`src/design/mld_pkg.sv`:
```
// package: constants, carriers and state type of the loopback mac block
package mld_pkg;
	// timing at a 100 ns system clock
	localparam int CLK_PERIOD_NS = 100;
	localparam int BIT_TIME_NS = 100;
	localparam int BYTE_CYCLES = (8 * BIT_TIME_NS + CLK_PERIOD_NS - 1)
		/ CLK_PERIOD_NS;
	localparam logic [7:0] BYTE_TMR = 8'(BYTE_CYCLES - 1);
	localparam logic [2:0] FIFO_ADV_CYCLES = 3'd4;
	localparam logic [7:0] BACKOFF_UNIT = 8'd16;
	localparam logic [3:0] RETRY_LIMIT = 4'd15;
	// framing
	localparam int PREAMBLE_BITS = 56;
	localparam logic [3:0] PREAMBLE_BYTES = 4'(PREAMBLE_BITS / 8);
	localparam logic [7:0] PREAMBLE_BYTE = 8'h55;
	localparam logic [7:0] SYNC_BYTE = 8'hd5;
	localparam logic [31:0] CRC_INIT = 32'hffff_ffff;
	localparam logic [31:0] CRC_RESIDUE = 32'hdebb_20e3;
	localparam logic [47:0] ADDR_BCAST = 48'hffff_ffff_ffff;
	localparam logic [3:0] FIFO_HALF = 4'd8;
	localparam logic [7:0] CNT_LIMIT = 8'hc0;
	// register byte offsets
	localparam logic [7:0] OFS_CMD = 8'h00;
	localparam logic [7:0] OFS_TCFG = 8'h04;
	localparam logic [7:0] OFS_RCFG = 8'h08;
	localparam logic [7:0] OFS_DCFG = 8'h0c;
	localparam logic [7:0] OFS_TX_PAGE_START = 8'h10;
	localparam logic [7:0] OFS_TBC = 8'h14;
	localparam logic [7:0] OFS_ISTAT = 8'h18;
	localparam logic [7:0] OFS_RSTAT = 8'h1c;
	localparam logic [7:0] OFS_TSTAT = 8'h20;
	localparam logic [7:0] OFS_FIFO = 8'h24;
	localparam logic [7:0] OFS_CNT_CRC = 8'h28;
	localparam logic [7:0] OFS_CNT_ALIGN = 8'h2c;
	localparam logic [7:0] OFS_CNT_MISS = 8'h30;
	localparam logic [7:0] OFS_PHYS_LO = 8'h34;
	localparam logic [7:0] OFS_PHYS_HI = 8'h38;
	localparam logic [2:0] SIZE_WORD = 3'b010;
	// field positions
	localparam int TC_CRC_INH = 0;
	localparam int TC_LOOP = 1;
	localparam int DC_THR = 5;
	localparam int RC_BCAST = 2;
	localparam int RC_MCAST = 3;
	localparam int IS_RECEIVED = 0;
	localparam int IS_SENT = 1;
	localparam int IS_TXERR = 3;
	localparam int RS_INTACT = 0;
	localparam int RS_CRC = 1;
	localparam int RS_ALIGN = 2;
	localparam int RS_MCAST = 5;
	localparam int TS_SENT = 0;
	localparam int TS_NODEFER = 1;
	localparam int TS_COLL = 2;
	localparam int TS_ABORT = 3;
	localparam int TS_CARRIER = 4;
	localparam int TS_HEARTBEAT = 6;
	localparam int LN_CARRIER = 0;
	localparam int LN_COLL = 1;
	localparam int LN_STROBE = 2;
	localparam int LN_ALIGN = 3;
	// loop select codes
	localparam logic [1:0] LOOP_NONE = 2'b00;
	localparam logic [1:0] LOOP_MAC = 2'b01;
	localparam logic [1:0] LOOP_CODEC = 2'b10;
	localparam logic [1:0] LOOP_LINE = 2'b11;

	typedef enum logic [2:0] {
		TX_IDLE, TX_DEFER, TX_PRE, TX_DATA, TX_CRC, TX_BACKOFF
	} mld_tx_state_t;
	typedef enum logic [1:0] {RX_HUNT, RX_BODY} mld_rx_state_t;

	typedef struct packed {
		logic req;
		logic [15:0] addr;
	} mld_dma_out_t;
	typedef struct packed {
		logic ack;
		logic [7:0] data;
	} mld_dma_in_t;
	typedef struct packed {
		logic [7:0] data;
		logic align;
		logic strobe;
		logic collision;
		logic carrier;
	} mld_line_in_t;
	typedef struct packed {
		logic en;
		logic [7:0] data;
		logic loop_ctl;
	} mld_line_out_t;

	typedef struct packed {
		logic ph_valid;
		logic ph_write;
		logic [7:0] ph_addr;
		logic [31:0] hrdata;
		logic hreadyout;
		logic hresp;
		logic [2:0] tcfg;
		logic [7:0] rcfg;
		logic [7:0] dcfg;
		logic [7:0] tx_page_start;
		logic [15:0] tbc;
		logic [15:0] tx_len;
		logic [15:0] tx_sent;
		logic [47:0] phys;
		logic [7:0] istat;
		logic [7:0] rstat;
		logic [7:0] tstat;
		logic [7:0] cnt_crc;
		logic [7:0] cnt_align;
		logic [7:0] cnt_miss;
		logic [15:0][7:0] fifo;
		logic [2:0] tx_wr;
		logic [2:0] tx_rd;
		logic [3:0] tx_cnt;
		logic [15:0] dma_addr;
		logic dma_req;
		mld_tx_state_t txs;
		logic [7:0] tx_tmr;
		logic [3:0] tx_idx;
		logic [31:0] tx_crc;
		logic [3:0] retries;
		logic deferred;
		logic [7:0] txbyte;
		logic line_en;
		logic loop_ctl;
		logic lvalid;
		logic lend;
		mld_rx_state_t rxs;
		logic [2:0] rx_wr;
		logic [2:0] rx_rd;
		logic [15:0] rx_cnt;
		logic [31:0] rx_crc;
		logic [47:0] dest;
		logic [2:0] fwait;
		logic [11:0] s1;
		logic [11:0] s2;
		logic [11:0] s3;
		logic [11:0] filt;
	} mld_state_t;
endpackage

```
`src/design/mld_crc_step.sv`:
```
// one byte step of the reflected ethernet crc register
`timescale 1ns/1ps
module mld_crc_step (
	input wire logic [31:0] crc_in,
	input wire logic [7:0] data,
	output logic [31:0] crc_out
);
	// lsb first, polynomial in reflected form, no final inversion here
	always_comb begin
		logic [31:0] c;
		c = crc_in;
		for (int i = 0; i < 8; i++) begin
			if (c[0] ^ data[i]) begin
				c = (c >> 1) ^ 32'hedb8_8320;
			end else begin
				c = c >> 1;
			end
		end
		crc_out = c;
	end
endmodule

```
`src/design/mld_loopback_mac.sv`:
```
// loopback transmit/receive path, status and counters behind ahb-lite
//
// Decided for this implementation: the AHB-Lite slave port and the placing of the registers.
`timescale 1ns/1ps
// Function
// [RQ1] in loopback the fifo splits: low half transmit, high half receive
// [RQ2] dma fetches to full, decrements byte count, refills below threshold
// [RQ3] send 56 preamble bits and an 8-bit sync before the data
// [RQ4] crc inhibit 1 sends no crc; 0 appends four computed crc bytes
// [RQ5] transmit completion sets packet-sent flag in interrupt status
// [RQ6] receiver hunts sync, drops preamble, stores bytes, counts them
// [RQ7] inhibit 1 checks received crc; 0 always flags crc error on match
// [RQ8] end of receive writes byte count into fifo, updates receive status
// [RQ9] intact bit is set even when the address does not match
// [RQ10] crc and alignment error bits only for address-matching packets
// [RQ11] packet-received flag never set in loopback; interrupt status 02
// [RQ12] controller loopback masks carrier/collision; transmit status 53
// [RQ13] encoder loopback reports heartbeat missing only; status 43
// [RQ14] line loopback sets neither; status 03 plus collision/deferral bits
// [RQ15] line loopback failure sets transmit-error flag, status 08
// [RQ16] line loopback still defers to carrier and backs off on collision
// [RQ17] receive status 01 match good, 02 match bad, 01 mismatch bad
// [RQ18] matched multicast adds multicast bit: 21 good, 22 bad
// [RQ19] software uses internal loopback, data config 40, transmit 03
// [RQ20] hardware counts crc errors, alignment errors and missed packets
// [RQ21] loop select 01 controller, 10 encoder, 11 line, 00 normal
// [RQ22] software returns to normal before changing loopback mode
// [RQ23] fifo port read in loopback only; wait states until pointer moves
// [RQ24] transmit config: bit 0 crc inhibit, bits 2:1 loop select
module mld_loopback_mac (
	input wire logic hclk,
	input wire logic hresetn,
	input wire logic hsel,
	input wire logic [31:0] haddr,
	input wire logic [1:0] htrans,
	input wire logic hwrite,
	input wire logic [2:0] hsize,
	input wire logic [31:0] hwdata,
	input wire logic hready,
	output logic [31:0] hrdata,
	output logic hreadyout,
	output logic hresp,
	input wire mld_pkg::mld_dma_in_t dma_in,
	output mld_pkg::mld_dma_out_t dma_out,
	input wire mld_pkg::mld_line_in_t line_in,
	output mld_pkg::mld_line_out_t line_out
);
	import mld_pkg::*;

	mld_state_t st;
	mld_state_t next_st;
	logic [1:0] lm;
	logic internal;
	logic tick;
	logic pop;
	logic ack;
	logic tx_fin;
	logic rx_fin;
	logic rx_match;
	logic rx_valid;
	logic rx_end;
	logic [7:0] rx_byte;
	logic [31:0] rd;
	logic [31:0] crc_tx_next;
	logic [31:0] crc_rx_next;
	logic [3:0] thr;

	mld_crc_step u_crc_tx (
		.crc_in(st.tx_crc),
		.data(st.fifo[{1'b0, st.tx_rd}]),
		.crc_out(crc_tx_next)
	);
	mld_crc_step u_crc_rx (
		.crc_in(st.rx_crc),
		.data(rx_byte),
		.crc_out(crc_rx_next)
	);

	// outputs come straight from the state register
	assign hrdata = st.hrdata;
	assign hreadyout = st.hreadyout;
	assign hresp = st.hresp;
	assign dma_out = '{req: st.dma_req, addr: st.dma_addr};
	assign line_out = '{en: st.line_en, data: st.txbyte,
		loop_ctl: st.loop_ctl};

	// register read mux
	always_comb begin
		case (st.ph_addr)
			OFS_CMD: rd = 32'(st.txs != TX_IDLE);
			OFS_TCFG: rd = 32'(st.tcfg);
			OFS_RCFG: rd = 32'(st.rcfg);
			OFS_DCFG: rd = 32'(st.dcfg);
			OFS_TX_PAGE_START: rd = 32'(st.tx_page_start);
			OFS_TBC: rd = 32'(st.tbc);
			OFS_ISTAT: rd = 32'(st.istat);
			OFS_RSTAT: rd = 32'(st.rstat);
			OFS_TSTAT: rd = 32'(st.tstat);
			OFS_FIFO: rd = (lm != LOOP_NONE) ?
				32'(st.fifo[{1'b1, st.rx_rd}]) : 32'(0); // [RQ23]
			OFS_CNT_CRC: rd = 32'(st.cnt_crc);
			OFS_CNT_ALIGN: rd = 32'(st.cnt_align);
			OFS_CNT_MISS: rd = 32'(st.cnt_miss);
			OFS_PHYS_LO: rd = st.phys[31:0];
			OFS_PHYS_HI: rd = 32'(st.phys[47:32]);
			default: rd = 32'(0);
		endcase
	end

	// whole next-state computation
	always_comb begin
		next_st = st;
		lm = st.tcfg[TC_LOOP +: 2]; // [RQ24]
		// controller and encoder loops never see the line [RQ21]
		internal = (lm == LOOP_MAC) || (lm == LOOP_CODEC);
		thr = {1'b0, st.dcfg[DC_THR +: 2], 1'b0} + 4'd2;
		tick = (st.tx_tmr == 8'd0);
		pop = 1'b0;
		tx_fin = 1'b0;
		rx_fin = 1'b0;
		rx_match = 1'b0;
		next_st.lvalid = 1'b0;
		next_st.lend = 1'b0;
		if (st.fwait != 3'd0) begin
			next_st.fwait = st.fwait - 3'd1;
		end

		// pin inputs: three stages, a bit moves once stages two and three agree
		next_st.s1 = line_in;
		next_st.s2 = st.s1;
		next_st.s3 = st.s2;
		for (int i = 0; i < 12; i++) begin
			if (st.s2[i] == st.s3[i]) begin
				next_st.filt[i] = st.s3[i];
			end
		end

		// ahb data phase completes; writes land here
		if (hready && st.ph_valid) begin
			next_st.ph_valid = 1'b0;
			if (st.ph_write) begin
				case (st.ph_addr)
					OFS_CMD: if (hwdata[0] && st.txs == TX_IDLE) begin
						next_st.txs = TX_DEFER;
						next_st.tx_len = st.tbc;
						next_st.dma_addr = {st.tx_page_start, 8'h00};
						next_st.tx_wr = 3'd0;
						next_st.tx_rd = 3'd0;
						next_st.tx_cnt = 4'd0;
						next_st.retries = 4'd0;
						next_st.deferred = 1'b0;
						next_st.tstat = 8'h00;
					end
					OFS_TCFG: next_st.tcfg = hwdata[2:0]; // [RQ24]
					OFS_RCFG: next_st.rcfg = hwdata[7:0];
					OFS_DCFG: next_st.dcfg = hwdata[7:0];
					OFS_TX_PAGE_START: next_st.tx_page_start = hwdata[7:0];
					OFS_TBC: next_st.tbc = hwdata[15:0];
					OFS_ISTAT: next_st.istat = st.istat & ~hwdata[7:0];
					OFS_PHYS_LO: next_st.phys[31:0] = hwdata;
					OFS_PHYS_HI: next_st.phys[47:32] = hwdata[15:0];
					default: ;
				endcase
			end
		end
		// address phase; reads always take at least one wait state for fresh data
		if (hsel && htrans[1] && hready) begin
			next_st.ph_valid = 1'b1;
			next_st.ph_write = hwrite && (hsize == SIZE_WORD);
			next_st.ph_addr = haddr[7:0];
			next_st.hreadyout = hwrite;
		end
		// read answer; a fifo read waits until the pointer has moved
		if (st.ph_valid && !st.ph_write && !st.hreadyout &&
			!(st.ph_addr == OFS_FIFO && st.fwait != 3'd0)) begin // [RQ23]
			next_st.hreadyout = 1'b1;
			next_st.hrdata = rd;
			case (st.ph_addr)
				OFS_FIFO: if (lm != LOOP_NONE) begin
					next_st.rx_rd = st.rx_rd + 3'd1; // [RQ23]
					next_st.fwait = FIFO_ADV_CYCLES;
				end
				OFS_CNT_CRC: next_st.cnt_crc = 8'h00;
				OFS_CNT_ALIGN: next_st.cnt_align = 8'h00;
				OFS_CNT_MISS: next_st.cnt_miss = 8'h00;
				default: ;
			endcase
		end

		// byte timer runs only while serializing
		if (st.txs == TX_PRE || st.txs == TX_DATA || st.txs == TX_CRC) begin
			next_st.tx_tmr = tick ? BYTE_TMR : st.tx_tmr - 8'd1;
		end
		case (st.txs)
			TX_IDLE: ;
			TX_DEFER: begin
				if (!internal && st.filt[LN_CARRIER]) begin
					next_st.deferred = 1'b1; // [RQ16]
				end else begin
					next_st.txs = TX_PRE;
					next_st.tx_idx = 4'd0;
					next_st.tx_tmr = 8'd0;
				end
			end
			TX_PRE: if (tick) begin
				// seven preamble bytes then the sync byte [RQ3]
				next_st.txbyte = (st.tx_idx == PREAMBLE_BYTES) ?
					SYNC_BYTE : PREAMBLE_BYTE;
				next_st.lvalid = internal;
				next_st.tx_idx = st.tx_idx + 4'd1;
				if (st.tx_idx == PREAMBLE_BYTES) begin
					next_st.txs = TX_DATA;
					next_st.tx_crc = CRC_INIT;
					next_st.tx_sent = 16'd0;
				end
			end
			TX_DATA: if (tick && st.tx_cnt != 4'd0) begin
				pop = 1'b1;
				next_st.txbyte = st.fifo[{1'b0, st.tx_rd}]; // [RQ3]
				next_st.lvalid = internal;
				next_st.tx_rd = st.tx_rd + 3'd1;
				next_st.tx_crc = crc_tx_next;
				next_st.tx_sent = st.tx_sent + 16'd1;
				if (st.tx_sent + 16'd1 == st.tx_len) begin
					next_st.txs = TX_CRC;
					// inhibit skips straight to the end of frame [RQ4]
					next_st.tx_idx = st.tcfg[TC_CRC_INH] ? 4'd4 : 4'd0;
				end
			end else if (tick) begin
				next_st.tx_tmr = 8'd0; // fifo empty: hold the slot
			end
			TX_CRC: if (tick) begin
				if (st.tx_idx == 4'd4) begin
					tx_fin = 1'b1;
				end else begin
					next_st.txbyte = 8'((~st.tx_crc) >>
						{st.tx_idx[1:0], 3'b000}); // [RQ4]
					next_st.lvalid = internal;
					next_st.tx_idx = st.tx_idx + 4'd1;
				end
			end
			TX_BACKOFF: begin
				if (st.tx_tmr == 8'd0) begin
					next_st.txs = TX_DEFER;
				end else begin
					next_st.tx_tmr = st.tx_tmr - 8'd1;
				end
			end
			default: next_st.txs = TX_IDLE;
		endcase
		if (tx_fin) begin
			next_st.txs = TX_IDLE;
			next_st.lend = internal;
			next_st.istat[IS_SENT] = 1'b1; // [RQ5]
			next_st.tstat[TS_SENT] = 1'b1;
			next_st.tstat[TS_NODEFER] = !st.deferred; // [RQ14]
			// carrier lost in the controller loop only, heartbeat missing in both loops
			next_st.tstat[TS_CARRIER] = (lm == LOOP_MAC); // [RQ12]
			next_st.tstat[TS_HEARTBEAT] = internal; // [RQ13]
		end

		// local dma into the transmit half [RQ1]
		ack = dma_in.ack && st.dma_req;
		if (ack) begin
			next_st.fifo[{1'b0, st.tx_wr}] = dma_in.data;
			next_st.tx_wr = st.tx_wr + 3'd1;
			next_st.tbc = st.tbc - 16'd1; // [RQ2]
			next_st.dma_addr = st.dma_addr + 16'd1;
		end
		next_st.tx_cnt = st.tx_cnt + {3'b000, ack} - {3'b000, pop};

		// collision on the line: back off, or give up at the limit
		if (!internal && st.filt[LN_COLL] && (st.txs == TX_PRE ||
			st.txs == TX_DATA || st.txs == TX_CRC)) begin // [RQ16]
			next_st.tstat[TS_COLL] = 1'b1;
			next_st.retries = st.retries + 4'd1;
			next_st.tbc = st.tx_len;
			next_st.dma_addr = {st.tx_page_start, 8'h00};
			next_st.tx_wr = 3'd0;
			next_st.tx_rd = 3'd0;
			next_st.tx_cnt = 4'd0;
			if (st.retries + 4'd1 == RETRY_LIMIT) begin
				next_st.txs = TX_IDLE;
				next_st.tstat[TS_ABORT] = 1'b1;
				next_st.istat[IS_TXERR] = 1'b1; // [RQ15]
			end else begin
				next_st.txs = TX_BACKOFF;
				next_st.tx_tmr = 8'(BACKOFF_UNIT * (st.retries + 4'd1));
			end
		end
		// burst until full, restart once below threshold [RQ2]
		next_st.dma_req = (next_st.txs == TX_DEFER ||
			next_st.txs == TX_PRE || next_st.txs == TX_DATA) &&
			next_st.tbc != 16'd0 && next_st.tx_cnt < FIFO_HALF &&
			(st.dma_req || next_st.tx_cnt < thr);
		next_st.line_en = !internal && (next_st.txs == TX_PRE ||
			next_st.txs == TX_DATA || next_st.txs == TX_CRC);
		next_st.loop_ctl = (next_st.tcfg[TC_LOOP +: 2] == LOOP_CODEC);

		// receive byte source: the internal loop or the synced pins
		if (internal) begin
			rx_valid = st.lvalid;
			rx_byte = st.txbyte;
			rx_end = st.lend;
		end else begin
			rx_valid = next_st.filt[LN_STROBE] != st.filt[LN_STROBE];
			rx_byte = next_st.filt[11:4];
			rx_end = st.filt[LN_CARRIER] && !next_st.filt[LN_CARRIER];
		end
		case (st.rxs)
			RX_HUNT: if (rx_valid && rx_byte == SYNC_BYTE) begin
				if (lm == LOOP_NONE) begin
					// offline outside loopback: the frame is missed [RQ20]
					if (next_st.cnt_miss < CNT_LIMIT) begin
						next_st.cnt_miss = next_st.cnt_miss + 8'd1;
					end
				end else begin
					next_st.rxs = RX_BODY; // [RQ6]
					next_st.rx_wr = 3'd0;
					next_st.rx_cnt = 16'd0;
					next_st.rx_crc = CRC_INIT;
					next_st.dest = 48'd0;
				end
			end
			RX_BODY: begin
				if (rx_valid) begin
					// wraps in the receive half, keeping the last bytes [RQ6]
					next_st.fifo[{1'b1, st.rx_wr}] = rx_byte;
					next_st.rx_wr = st.rx_wr + 3'd1;
					next_st.rx_cnt = st.rx_cnt + 16'd1;
					next_st.rx_crc = crc_rx_next;
					if (st.rx_cnt < 16'd6) begin
						next_st.dest = {st.dest[39:0], rx_byte};
					end
				end
				if (rx_end) begin
					rx_fin = 1'b1;
					next_st.rxs = RX_HUNT;
				end
			end
			default: next_st.rxs = RX_HUNT;
		endcase
		if (rx_fin) begin
			rx_match = (st.dest == st.phys) ||
				(st.dest == ADDR_BCAST && st.rcfg[RC_BCAST]) ||
				(st.dest[40] && st.rcfg[RC_MCAST]);
			// forced error without inhibit, real check with it [RQ7]
			next_st.rstat = 8'h00;
			next_st.rstat[RS_CRC] = rx_match && (!st.tcfg[TC_CRC_INH] ||
				st.rx_crc != CRC_RESIDUE); // [RQ10]
			next_st.rstat[RS_ALIGN] = rx_match && lm == LOOP_LINE &&
				st.filt[LN_ALIGN]; // [RQ10]
			next_st.rstat[RS_MCAST] = rx_match && st.dest[40]; // [RQ18]
			next_st.rstat[RS_INTACT] = !next_st.rstat[RS_CRC] &&
				!next_st.rstat[RS_ALIGN]; // [RQ9] [RQ17]
			// count follows the data, upper byte twice [RQ8]
			next_st.fifo[{1'b1, st.rx_wr}] = st.rx_cnt[7:0];
			next_st.fifo[{1'b1, st.rx_wr + 3'd1}] = st.rx_cnt[15:8];
			next_st.fifo[{1'b1, st.rx_wr + 3'd2}] = st.rx_cnt[15:8];
			next_st.rx_rd = st.rx_wr + 3'd3;
			// sticky counters stop at the limit [RQ20]
			if (next_st.rstat[RS_CRC] && next_st.cnt_crc < CNT_LIMIT) begin
				next_st.cnt_crc = next_st.cnt_crc + 8'd1;
			end
			if (next_st.rstat[RS_ALIGN] &&
				next_st.cnt_align < CNT_LIMIT) begin
				next_st.cnt_align = next_st.cnt_align + 8'd1;
			end
		end
		// status is never written to memory, so no receive flag [RQ11]
		next_st.istat[IS_RECEIVED] = 1'b0;
	end

	// single state register
	always_ff @(posedge hclk or negedge hresetn) begin
		if (!hresetn) begin
			st <= '0;
			st.hreadyout <= 1'b1;
			st.txs <= TX_IDLE;
			st.rxs <= RX_HUNT;
		end else begin
			st <= next_st;
		end
	end
endmodule

```
`config.mk`:
```
export PLATFORM = sky130hd
export DESIGN_NAME = mld_loopback_mac
export DESIGN_NICKNAME = d
export VERILOG_FILES = /design/src/design/mld_pkg.sv /design/src/design/mld_crc_step.sv /design/src/design/mld_loopback_mac.sv
export SDC_FILE = /design/constraint.sdc
export NUM_CORES = 1
export LEC_CHECK = 0
export BUFFER_PORTS_ARGS = -buffer_cell sky130_fd_sc_hd__buf_2
export CORE_AREA = 5 5 314 193
export DETAILED_ROUTE_END_ITERATION = 6
export DIE_AREA = 0 0 319 198
export HOLD_SLACK_MARGIN = 0.08
export PLACE_DENSITY = 0.71
export SKIP_CTS_REPAIR_TIMING = 1
export SLEW_MARGIN = 5
export SYNTH_ARGS = -nofsm -noshare
export SYNTH_HDL_FRONTEND = slang
export SYNTH_HIERARCHICAL = 1
export SYNTH_SLANG_ARGS = --single-unit
```
`constraint.sdc`:
```
create_clock -name hclk -period 4.2 [get_ports hclk]
set_clock_uncertainty 0.15 [all_clocks]
set_input_delay 0.84 -clock hclk [delete_from_list [all_inputs] [get_ports hclk]]
set_output_delay 0.84 -clock hclk [all_outputs]
set_load 0.02 [all_outputs]
```
==> impl_metrics.env <==
export IMPL_gp_congestion=0.949
export IMPL_synth_seq_cells=580
export IMPL_path_max_fanout=9
export IMPL_ir_drop_mv=0.654
export IMPL_cp_top_family="simple AND/OR/NAND/NOR gates"
export IMPL_cp_cell_sequence="inv_1 -> ha_1 -> buf_4 -> nand2b_1 -> nor3_1 -> a21oi_1 -> nand2b_4 -> a31o_2 -> nor4b_1 -> and4_1 -> a21oi_1 -> a31o_2"
export IMPL_ys_types=97
export IMPL_start_util=0.547
export IMPL_vias=25100
export IMPL_grt_pass1_wl_mm=142
export IMPL_synthFlopType="dfrtp_1"
export IMPL_worstSetupPathType="reg2reg"
export IMPL_max_slew_margin=0.215
export IMPL_grt_max_degree=139
export IMPL_critPathSlowestCell="nor4b_1"
export IMPL_synth_nets=3295
export IMPL_synth_edf_count=0
export IMPL_synth_warnings=6
export IMPL_overflow=0
export IMPL_core_mm2=0.0571
export IMPL_die_w_um=319
export IMPL_finalSetupViolations=0
export IMPL_fin_nets=3329
export IMPL_async_flop_share=1.00
export IMPL_finalWirelength_mm=89.6
export IMPL_clockRootBuffer="clkbuf_16"
export IMPL_holdCritPathClass="in2async"
export IMPL_grt_setup_unrepaired="no"
export IMPL_place_inst=3915
export IMPL_synth_top_area_share=0.464
export IMPL_numClockSinks=580
export IMPL_syn_cell_area_mm2=0.0312
export IMPL_clkTransAtPathRegs_ps=70
export IMPL_power_leakage_nw=15.9
export IMPL_area_growth_pct=10.1
export IMPL_cp_required_ps=4560
export IMPL_drive_gt1_frac=0.180
export IMPL_yosysMostFrequentCell="dfrtp_1"
export IMPL_synth_common_cells="dfrtp_1, nand2_1, nor2_1, o21ai_0, a21oi_1"
export IMPL_max_stage_delay_ps=730
export IMPL_die_h_um=198
export IMPL_final_antenna_net_count=0
export IMPL_cts_max_path_buffers=3
export IMPL_die_area_mm2=0.0632
export IMPL_grt_antenna_before_repair=4
export IMPL_status="complete, no violations"
export IMPL_fin_tns_setup_ps=0
export IMPL_power_density_mw_per_mm2=529
export IMPL_dpl_hpwl_mm=63.6
export IMPL_maxCapViolCount=0
export IMPL_wl_per_cell_um=22.3
export IMPL_rows=68
export IMPL_antenna_cells=0
export IMPL_max_freq_mhz=248
export IMPL_cp_start_kind="flop"
export IMPL_avgSynthCellArea_um2=9.85
export IMPL_synth_top_cells_by_area="dfrtp_1, mux2_2, nand2_1, xnor2_1, nor2_1"
export IMPL_drtIter0Drc=2788
export IMPL_synth_largest_area_cell="dfrtp_1"
export IMPL_seq_area_frac_synth=0.465
export IMPL_tightest_slew_ps=1170
export IMPL_portBuffers=129
export IMPL_arrival_ps=4390
export IMPL_critPathCaptureType="flop"
export IMPL_cts_tree="built"
export IMPL_period_share=0.960
export IMPL_clock_latency_ps=640
export IMPL_finalHoldViolCount=0
export IMPL_synthesis_instances=3168
export IMPL_drtPass1Iterations=7
export IMPL_numCtsBuffers=55
export IMPL_drv_slew=0
export IMPL_stdcell_area_mm2=0.0343
export IMPL_ios=156
export IMPL_h_tree_depth=2
export IMPL_cp_num_buf_inv=2
export IMPL_grt_pass1_vias=24600
export IMPL_min_period_ps=4030
export IMPL_final_core_util=0.602
export IMPL_placed_cell_area_mm2=0.0325
export IMPL_vias_per_cell=6.24
export IMPL_fin_cells=4017
export IMPL_drc_errors=0
export IMPL_grt_usage=0.282
-- worst paths after layout --
path,slack [ps],endpoint,startpoint,cells past startpoint
max,170,st[388],lm[1],12
min,60,st[183],hresetn,1
max reg2reg,170,st[388],lm[1],12
min reg2reg,200,next_st[15],next_st[27],0
max in group asynchronous,2700,asynchronous set/reset pin,hresetn,2
min in group hclk,160,next_st[27],line_in[3],1
-- routing by layer --
metal | wire (um) | vias to the layer above | global-route usage
li1 | - | 11200 | -
met1 | 40300 | 12500 | 0.427
met2 | 37400 | 1284 | 0.401
met3 | 9810 | 157 | 0.0786
met4 | 2060 | 4 | 0.0728
met5 | 16 | - | 0
-- per-stage QoR --
step / total power, mW / hold slack (ps) / worst slack, ps
after global routing: 19.0 / 110 / 35.8
after detailed placement: 12.9 / 185 / 321
after CTS: 18.1 / 81.0 / 300
after global placement: 12.7 / 185 / 386
final: 18.2 / 60.5 / 169
after floorplan: 11.3 / 181 / 21.7
-- cell type report --
type	instances	area (um2)
Clock inverter	32	314
Multi-Input combinational cell	2298	15400
Sequential cell	580	14500
Fill cell	4739	22700
Inverter	47	176
Clock buffer	70	1560
Timing Repair Buffer	220	1410
Tap cell	770	963
-- placed cells by master (no fill, tap or decap), types with 57 or more instances in the layout --
cell type | Yosys | final
nand3_1 | 115 | 115
mux2i_1 | 86 | 86
nor2_1 | 325 | 323
a21oi_1 | 208 | 208
clkbuf_16 | 0 | 57
xor2_1 | 59 | 59
o21ai_0 | 215 | 215
nand2_1 | 399 | 399
mux2_2 | 165 | 165
xnor2_1 | 154 | 154
buf_4 | 61 | 85
dfrtp_1 | 579 | 579
buf_2 | 9 | 128
-- where the power goes --
part / switching, mW / total, mW / internal (mW)
Combinational: 3.40 / 6.15 / 2.75
Clock: 2.31 / 5.24 / 2.93
Sequential: 0.623 / 6.77 / 6.15
-- kinds of logic after synthesis --
kind of cell,share of synthesized area
DFF,0.465
other,0.000120
xor gates and xnor gates,0.0782
adders and majority gates,0.0170
and+or+nand+nor,0.154
buffers and inverters,0.0428
AOI/OAI and AO/OA,0.127
muxes,0.116
No activity file was read; power rests on OpenSTA's default activity.
